## src/rrs_pkg.sv

```systemverilog
// Notes on behaviour
// - return-with-literal loads its 8-bit literal into the accumulator
// - return-with-literal pops the stack; instruction pointer takes the stack head
// - return-with-literal is one word, two cycles, status flags untouched
// - plain return pops stack into instruction pointer, two cycles, flags untouched
// - rotate left shifts register through carry: old carry in, old bit 7 out
// - rotate destination 0 writes accumulator, 1 writes the addressed file register
// - rotate is one word, one cycle, and alters only the carry flag
// - sleep clears the watchdog count and its prescaler
// - sleep clears the powerdown flag
// - sleep sets the timeout flag and touches no status bit other than powerdown
// - after sleep nothing executes until a wake-up event
package rrs_pkg;

   // ----------------------------------------
   // register byte offsets
   // ----------------------------------------
   localparam logic [7:0] OFS_ACC = 8'h00;
   localparam logic [7:0] OFS_STATUS = 8'h04;
   localparam logic [7:0] OFS_IPTR = 8'h08;
   localparam logic [7:0] OFS_PUSH = 8'h0c;
   localparam logic [7:0] OFS_CMD = 8'h10;
   localparam logic [7:0] OFS_FADDR = 8'h14;
   localparam logic [7:0] OFS_FDATA = 8'h18;
   localparam logic [7:0] OFS_WDOG = 8'h1c;

   // ----------------------------------------
   // field positions
   // ----------------------------------------
   localparam int STAT_CARRY = 0;
   localparam int STAT_PWRDN = 3;
   localparam int STAT_TO = 4;
   localparam int CMD_ARG_LSB = 0;
   localparam int CMD_DEST = 8;
   localparam int CMD_OP_LSB = 9;
   localparam int WDOG_PRE_LSB = 8;

   // ----------------------------------------
   // reset values
   // ----------------------------------------
   localparam logic RST_CARRY = 1'b0;
   localparam logic RST_PWRDN = 1'b1;
   localparam logic RST_TO = 1'b1;
   localparam logic [7:0] RST_ACC = 8'h00;

   // ----------------------------------------
   // command codes and types
   // ----------------------------------------
   localparam logic [1:0] OP_RETLIT = 2'h0;
   localparam logic [1:0] OP_RETURN = 2'h1;
   localparam logic [1:0] OP_ROTL = 2'h2;
   localparam logic [1:0] OP_SLEEP = 2'h3;
   localparam logic DEST_ACC = 1'b0;
   localparam logic DEST_FILE = 1'b1;

   typedef struct packed {
      logic [1:0] op;
      logic dest;
      logic [7:0] arg;
   } rrs_cmd_s;

   typedef enum logic [3:0] {
      ST_IDLE = 4'b0001,
      ST_EXEC = 4'b0010,
      ST_FLUSH = 4'b0100,
      ST_SLEEP = 4'b1000
   } rrs_state_e;

endpackage

```

## src/rrs_core.sv

```systemverilog
// Decided for this implementation: the address map and the APB interface to the registers.
`timescale 1ns/1ps
module rrs_core
   import rrs_pkg::*;
#(
   parameter int IP_W = 13,
   parameter int STACK_DEPTH = 8,
   parameter int FREGS = 128,
   parameter int PRE_W = 8
) (
   input wire logic clock,
   input wire logic rst,
   input wire logic psel,
   input wire logic penable,
   input wire logic pwrite,
   input wire logic [7:0] paddr,
   input wire logic [31:0] pwdata,
   output logic [31:0] prdata,
   output logic pready,
   output logic pslverr,
   input wire logic wake,
   output logic sleeping
);

   localparam int SP_W = $clog2(STACK_DEPTH);
   localparam int FA_W = $clog2(FREGS);

   // ----------------------------------------
   // state
   // ----------------------------------------
   rrs_state_e state;
   rrs_cmd_s cmd;
   logic [7:0] acc;
   logic carry;
   logic pwrdn_flag;
   logic to_flag;
   logic [IP_W-1:0] iptr;
   logic [IP_W-1:0] stack [STACK_DEPTH];
   logic [SP_W-1:0] sp;
   logic [7:0] fregs [FREGS];
   logic [FA_W-1:0] faddr;
   logic [PRE_W-1:0] wdog_pre;
   logic [7:0] wdog_cnt;
   logic wake_m;
   logic wake_s;

   // ----------------------------------------
   // bus decode
   // ----------------------------------------
   wire idle = (state == ST_IDLE);
   wire acc_phase = psel & penable & ~pready;
   wire take = psel & penable & pready;
   wire wr_ok = take & pwrite & ~pslverr;
   wire hit_acc = (paddr == OFS_ACC);
   wire hit_stat = (paddr == OFS_STATUS);
   wire hit_ip = (paddr == OFS_IPTR);
   wire hit_push = (paddr == OFS_PUSH);
   wire hit_cmd = (paddr == OFS_CMD);
   wire hit_fa = (paddr == OFS_FADDR);
   wire hit_fd = (paddr == OFS_FDATA);
   wire hit_wd = (paddr == OFS_WDOG);
   wire mapped = hit_acc | hit_stat | hit_ip | hit_push | hit_cmd | hit_fa | hit_fd | hit_wd;
   // writes only land while idle, so software never races the executing op
   wire refuse = ~mapped | (pwrite & ~idle);
   // status bits placed by their field positions; unused bits read zero
   logic [7:0] stat_byte;
   always_comb begin
      stat_byte = 8'h00;
      stat_byte[STAT_CARRY] = carry;
      stat_byte[STAT_PWRDN] = pwrdn_flag;
      stat_byte[STAT_TO] = to_flag;
   end

   logic [31:0] rd_mux;
   always_comb begin
      rd_mux = 32'h0;
      if (hit_acc) begin
         rd_mux = {24'h0, acc};
      end else if (hit_stat) begin
         rd_mux = {24'h0, stat_byte};
      end else if (hit_ip) begin
         rd_mux = {{(32-IP_W){1'b0}}, iptr};
      end else if (hit_push) begin
         rd_mux = {{(32-SP_W){1'b0}}, sp};
      end else if (hit_cmd) begin
         rd_mux = {28'h0, state};
      end else if (hit_fa) begin
         rd_mux = {{(32-FA_W){1'b0}}, faddr};
      end else if (hit_fd) begin
         rd_mux = {24'h0, fregs[faddr]};
      end else if (hit_wd) begin
         rd_mux = {{(24-PRE_W){1'b0}}, wdog_pre, wdog_cnt};
      end
   end

   // ----------------------------------------
   // execution datapath
   // ----------------------------------------
   wire exec = (state == ST_EXEC);
   wire [SP_W-1:0] sp_pop = sp - 1'b1;
   wire [IP_W-1:0] stack_head = stack[sp_pop];
   wire is_ret = (cmd.op == OP_RETLIT) | (cmd.op == OP_RETURN);
   wire [FA_W-1:0] rot_idx = cmd.arg[FA_W-1:0];
   wire [7:0] rot_src = fregs[rot_idx];
   wire [7:0] rot_res = {rot_src[6:0], carry};
   wire rot_carry = rot_src[7];
   wire do_rot = exec & (cmd.op == OP_ROTL);
   wire do_sleep = exec & (cmd.op == OP_SLEEP);
   wire do_pop = exec & is_ret;

   rrs_state_e next_state;
   always_comb begin
      next_state = state;
      case (state)
         ST_IDLE: begin
            if (wr_ok & hit_cmd) begin
               next_state = ST_EXEC;
            end
         end
         ST_EXEC: begin
            if (is_ret) begin
               next_state = ST_FLUSH;
            end else if (cmd.op == OP_SLEEP) begin
               next_state = ST_SLEEP;
            end else begin
               next_state = ST_IDLE;
            end
         end
         ST_FLUSH: begin
            next_state = ST_IDLE;
         end
         ST_SLEEP: begin
            if (wake_s) begin
               next_state = ST_IDLE;
            end
         end
         default: next_state = ST_IDLE;
      endcase
   end

   // ----------------------------------------
   // bus response, one wait state
   // ----------------------------------------
   always_ff @(posedge clock) begin
      if (rst) begin
         pready <= 1'b0;
         pslverr <= 1'b0;
         prdata <= 32'h0;
      end else begin
         pready <= acc_phase;
         pslverr <= acc_phase & refuse;
         prdata <= (acc_phase & ~pwrite & mapped) ? rd_mux : 32'h0;
      end
   end

   // ----------------------------------------
   // control and flags
   // ----------------------------------------
   always_ff @(posedge clock) begin
      if (rst) begin
         state <= ST_IDLE;
         sleeping <= 1'b0;
      end else begin
         state <= next_state;
         sleeping <= (next_state == ST_SLEEP);
      end
   end

   // ----------------------------------------
   // wake synchroniser
   // ----------------------------------------
   // wake comes from outside the clock domain; only wake_s is read by logic
   always_ff @(posedge clock) begin
      if (rst) begin
         wake_m <= 1'b0;
         wake_s <= 1'b0;
      end else begin
         wake_m <= wake;
         wake_s <= wake_m;
      end
   end

   always_ff @(posedge clock) begin
      if (rst) begin
         cmd <= '0;
      end else if (wr_ok & hit_cmd) begin
         cmd <= pwdata[CMD_OP_LSB+1:CMD_ARG_LSB];
      end
   end

   always_ff @(posedge clock) begin
      if (rst) begin
         acc <= RST_ACC;
      end else if (wr_ok & hit_acc) begin
         acc <= pwdata[7:0];
      end else if (do_rot & (cmd.dest == DEST_ACC)) begin
         acc <= rot_res;
      end else if (exec & (cmd.op == OP_RETLIT)) begin
         acc <= cmd.arg;
      end
   end

   // returns and sleep leave carry alone; rotate changes only carry
   always_ff @(posedge clock) begin
      if (rst) begin
         carry <= RST_CARRY;
      end else if (wr_ok & hit_stat) begin
         carry <= pwdata[STAT_CARRY];
      end else if (do_rot) begin
         carry <= rot_carry;
      end
   end

   always_ff @(posedge clock) begin
      if (rst) begin
         pwrdn_flag <= RST_PWRDN;
      end else if (do_sleep) begin
         pwrdn_flag <= 1'b0;
      end
   end

   always_ff @(posedge clock) begin
      if (rst) begin
         to_flag <= RST_TO;
      end else if (do_sleep) begin
         to_flag <= 1'b1;
      end
   end

   // ----------------------------------------
   // instruction pointer and return stack
   // ----------------------------------------
   always_ff @(posedge clock) begin
      if (rst) begin
         iptr <= '0;
         sp <= '0;
      end else if (wr_ok & hit_ip) begin
         iptr <= pwdata[IP_W-1:0];
      end else if (wr_ok & hit_push) begin
         sp <= sp + 1'b1;
      end else if (do_pop) begin
         iptr <= stack_head;
         sp <= sp_pop;
      end else if (do_rot | do_sleep) begin
         iptr <= iptr + 1'b1;
      end
   end

   // the stack wraps like a ring; overflow silently overwrites the oldest entry
   always_ff @(posedge clock) begin
      if (wr_ok & hit_push) begin
         stack[sp] <= pwdata[IP_W-1:0];
      end
   end

   // ----------------------------------------
   // file registers
   // ----------------------------------------
   always_ff @(posedge clock) begin
      if (rst) begin
         faddr <= '0;
      end else if (wr_ok & hit_fa) begin
         faddr <= pwdata[FA_W-1:0];
      end
   end

   always_ff @(posedge clock) begin
      if (wr_ok & hit_fd) begin
         fregs[faddr] <= pwdata[7:0];
      end else if (do_rot & (cmd.dest == DEST_FILE)) begin
         fregs[rot_idx] <= rot_res;
      end
   end

   // ----------------------------------------
   // watchdog
   // ----------------------------------------
   // keeps counting in sleep: it stands for a timer on its own oscillator
   always_ff @(posedge clock) begin
      if (rst) begin
         wdog_pre <= '0;
         wdog_cnt <= 8'h00;
      end else if (do_sleep) begin
         wdog_pre <= '0;
         wdog_cnt <= 8'h00;
      end else begin
         wdog_pre <= wdog_pre + 1'b1;
         if (&wdog_pre) begin
            wdog_cnt <= wdog_cnt + 1'b1;
         end
      end
   end

endmodule

```

## config.mk

```make
export PLATFORM = sky130hd
export DESIGN_NAME = rrs_core
export DESIGN_NICKNAME = d
export VERILOG_FILES = /design/src/rrs_pkg.sv /design/src/rrs_core.sv
export SDC_FILE = /design/constraint.sdc
export NUM_CORES = 2
export LEC_CHECK = 0
export ABC_CLOCK_PERIOD_IN_PS = 21400
export BUFFER_PORTS_ARGS = -buffer_cell sky130_fd_sc_hd__buf_2
export CAP_MARGIN = 5
export CORE_ASPECT_RATIO = 1.75
export CORE_MARGIN = 4
export CORE_UTILIZATION = 45
export DETAILED_ROUTE_END_ITERATION = 10
export PLACE_DENSITY = 0.64
export RECOVER_POWER = 100
export SLEW_MARGIN = 25
export SYNTH_ARGS = -nofsm -noshare
export SYNTH_HDL_FRONTEND = slang
export SYNTH_SLANG_ARGS = --single-unit
```

## constraint.sdc

```tcl
create_clock -name clock -period 21.4 [get_ports clock]
set_input_delay 1.07 -clock clock [delete_from_list [all_inputs] [get_ports clock]]
set_output_delay 1.07 -clock clock [all_outputs]
set_load 0.005 [all_outputs]
```

==> summary.txt <==
Yosys
  • Count leader, synth: edfxtp_1
  • Yosys warns: 0
  • Largest cells by area after synthesis: edfxtp_1 (60%), mux4_2 (22%), dfxtp_1 (3.5%)
  • #FFs+latches synth: 1227
  • Sequential fraction of the synthesis area: 0.639
  • Fraction of registers with async set/reset: 0
  • Post-synthesis cell area: 56100 um2
  • Gate Count Post-Synth: 3127
  • Post-synth top cells: edfxtp_1 (1128), mux4_2 (548), nor2_1 (216)
  • EDFF count, synth: 1128
  • Synth unique cells: 71
  • Main synth FF type: edfxtp_1
  • Yosys top cell area share: 0.604
  • Syn_area_per_cell: 17.9 um2
  • Post-synthesis cell type with the largest combined area: edfxtp_1

Floorplan
  • Initial Utilization: 0.453
  • Area of the die: 131000 um2
  • Core Area: 124000 um2
  • I/O pins: 81
  • Die height: 475 um
  • Num rows: 171
  • Die width: 275 um

Drt
  • WL/cell: 35.7 um
  • Vias per cell: 6.71
  • First-pass detailed-route iteration total: 8
  • Vias: 32767
  • Drt drc: 0
  • Routed Antenna Nets: 0
  • DR iter-0 viols: 4125
  • Drt total wl: 174000 um

Status
  • Status: complete, but fails checks
  • Failing checks: capacitance limit, slew limit

Critical path
  • Delay of the slowest critical-path stage: 2960 ps
  • Most frequent CP cell: clkbuf_1
  • Crit-path slowest cell: clkbuf_1
  • WS Path Type: flip-flop to flip-flop
  • Crit-path cells: clkbuf_1 -> clkbuf_1 -> mux4_2 -> o22ai_1 -> o41ai_1 -> o2111ai_1 -> o21ai_0 -> buf_6
  • CP Max Fanout: 120
  • Crit path launch type: flip-flop
  • Cells on worst reg2reg path: 8
  • CP Capture Type: flip-flop
  • Critical Path AT: 13590 ps
  • Critical Path RT: 21820 ps

Cells and area
  • Share of cells above drive strength 1: 0.255
  • Area Overhead vs Synth: 9.55%
  • Layout fillers: 9986
  • Layout Utilization: 0.496
  • Nets: 3196

STA
  • PnR worst setup slack: 8230 ps
  • Max Slew Vio Count: 633
  • Crit path time final: 13170 ps
  • Max-slew headroom: -1.96
  • Worst hold slack: 451 ps
  • Skew final: 45.9 ps
  • Hold Vio Cnt, Final: 0
  • RSZ-0062 raised after global routing: no
  • Setup TNS: 0 ps
  • Fin crit share: 0.615
  • Endpoints failing setup: 0
  • Worst Max-Slew Pin Slew: 4400 ps
  • Fmax: 75.9 MHz

Clocking
  • Setup bufs post-CTS: 0
  • Clock transition at path regs: 70 ps
  • CTS sink count: 1227
  • H-tree levels: 3
  • Total CTS buffers: 105
  • TritonCTS clock tree: yes
  • Clock tree buffer depth: 3
  • Worst-skew pair later-pin latency: 760 ps
  • Resize count post-CTS: 0
  • Root buffer cell: clkbuf_16
  • Post-CTS Hold Fix Bufs: 0

Min path
  • HP Class: flip-flop to flip-flop
  • Cell depth of the worst hold path: 1

Global routing
  • GRT Util Overall: 0.268
  • Largest net degree at the start of global routing: 129
  • Total gr overflow: 0
  • Antenna violations before repair: 5
  • First-pass GRT wire length: 249000 um
  • Vias in the first global route: 34525

Place
  • Dpl hpwl: 119000 um
  • Final GP Congestion: 0.928
  • Dpl ws: 14930 ps
  • Port Buf Inserts: 45

Power and ir drop
  • VDD IR max: 0.0725 mV
  • P_leak: 17.9 nW
  • Final Power: 4.69 mW
  • Total power per unit cell area: 76.3 nW/um2

Job
  • Max-Cap Viols: 22
[layout by cell type (no fill, tap or decap), drive strengths merged, types with 34 or more instances in the layout]
| cell | netlist | routed |
|---|---|---|
| clkbuf | 95 | 189 |
| dfxtp | 99 | 99 |
| nor2 | 226 | 226 |
| o22ai | 160 | 160 |
| nand3 | 44 | 44 |
| mux4 | 548 | 548 |
| clkinv | 1 | 42 |
| mux2i | 62 | 62 |
| a21oi | 52 | 52 |
| o21ai | 34 | 34 |
| buf | 142 | 78 |
| nand2 | 131 | 131 |
| nor2b | 36 | 36 |
| edfxtp | 1128 | 1128 |
[cell type report]
| type | count | area (um2) | share of cell area |
|---|---|---|---|
| diodes | 4 | 10.0 | 0.000163 |
| clock buffers | 134 | 2840 | 0.0462 |
| clock inverters | 63 | 767 | 0.0125 |
| inverters | 15 | 56.3 | 0.000916 |
| multi-input cells | 1663 | 19100 | 0.311 |
| flip-flops and latches | 1227 | 35900 | 0.583 |
| well taps | 1643 | 2060 | 0.0334 |
| repair buffers | 133 | 783 | 0.0127 |
[where the power goes]
part	switching (mW)	internal (mW)
registers	0.000839	2.61
logic	0.0472	0.00634
clock network	0.911	1.11
[state kept, by name (all words and copies together), names as in the netlist, 3 cells and up, named ones only]
name and cells:
fregs 1024, acc 8, sp 3, cmd 11, stack 104, iptr 13, wdog_cnt 8, faddr 7
state 4, prdata 16, wdog_pre 8
[final timing paths]
check,start,end,slack [ps]
worst max register to register,flip-flop,fregs[85][7]$_DFFE_PP_,8230
worst min register to register,wake_m$_SDFF_PP0_,wake_s$_SDFF_PP0_,450
worst max-delay path,flip-flop,fregs[85][7]$_DFFE_PP_,8230
worst min-delay path,wake_m$_SDFF_PP0_,wake_s$_SDFF_PP0_,450
[routing by layer]
metal / wire length (um) / vias up / track usage
li1: - / 13223 / -
met1: 54500 / 17064 / 0.288
met2: 89800 / 1900 / 0.464
met3: 13400 / 576 / 0.0531
met4: 16600 / 4 / 0.205
met5: 29 / - / 0
[cells by family (layout without fill, tap and decap cells)]
kind of cell             count (synthesis)  count (layout)  synth area share
other                                    1              20         0.0000668
buffers and inverters                  252             345            0.0229
flip-flops                            1227            1227             0.639
multiplexers                           623             623             0.234
AO/OA/AOI/OAI                          422             422            0.0512
AND/OR/NAND/NOR                        578             578            0.0492
adder cells (fa/ha/maj)                  5               5           0.00111
XOR/XNOR                                19              19           0.00297
[stage by stage]
step           cells  instance area, um2
2_1_floorplan   3142               56200
3_3_place_gp    4677               58100
3_5_place_dp    4680               58300
4_1_cts         4877               61900
5_1_grt         4879               61500
6_report        4882               61500
[worst max-delay path: cells and delay by family (launching register included)]
family	cells	cell delay, ps
buffers and inverters	3	6380
AO/OA/AOI/OAI	4	3280
flip-flops	1	2190
multiplexers	1	700
(Power assumes the default switching activity.)
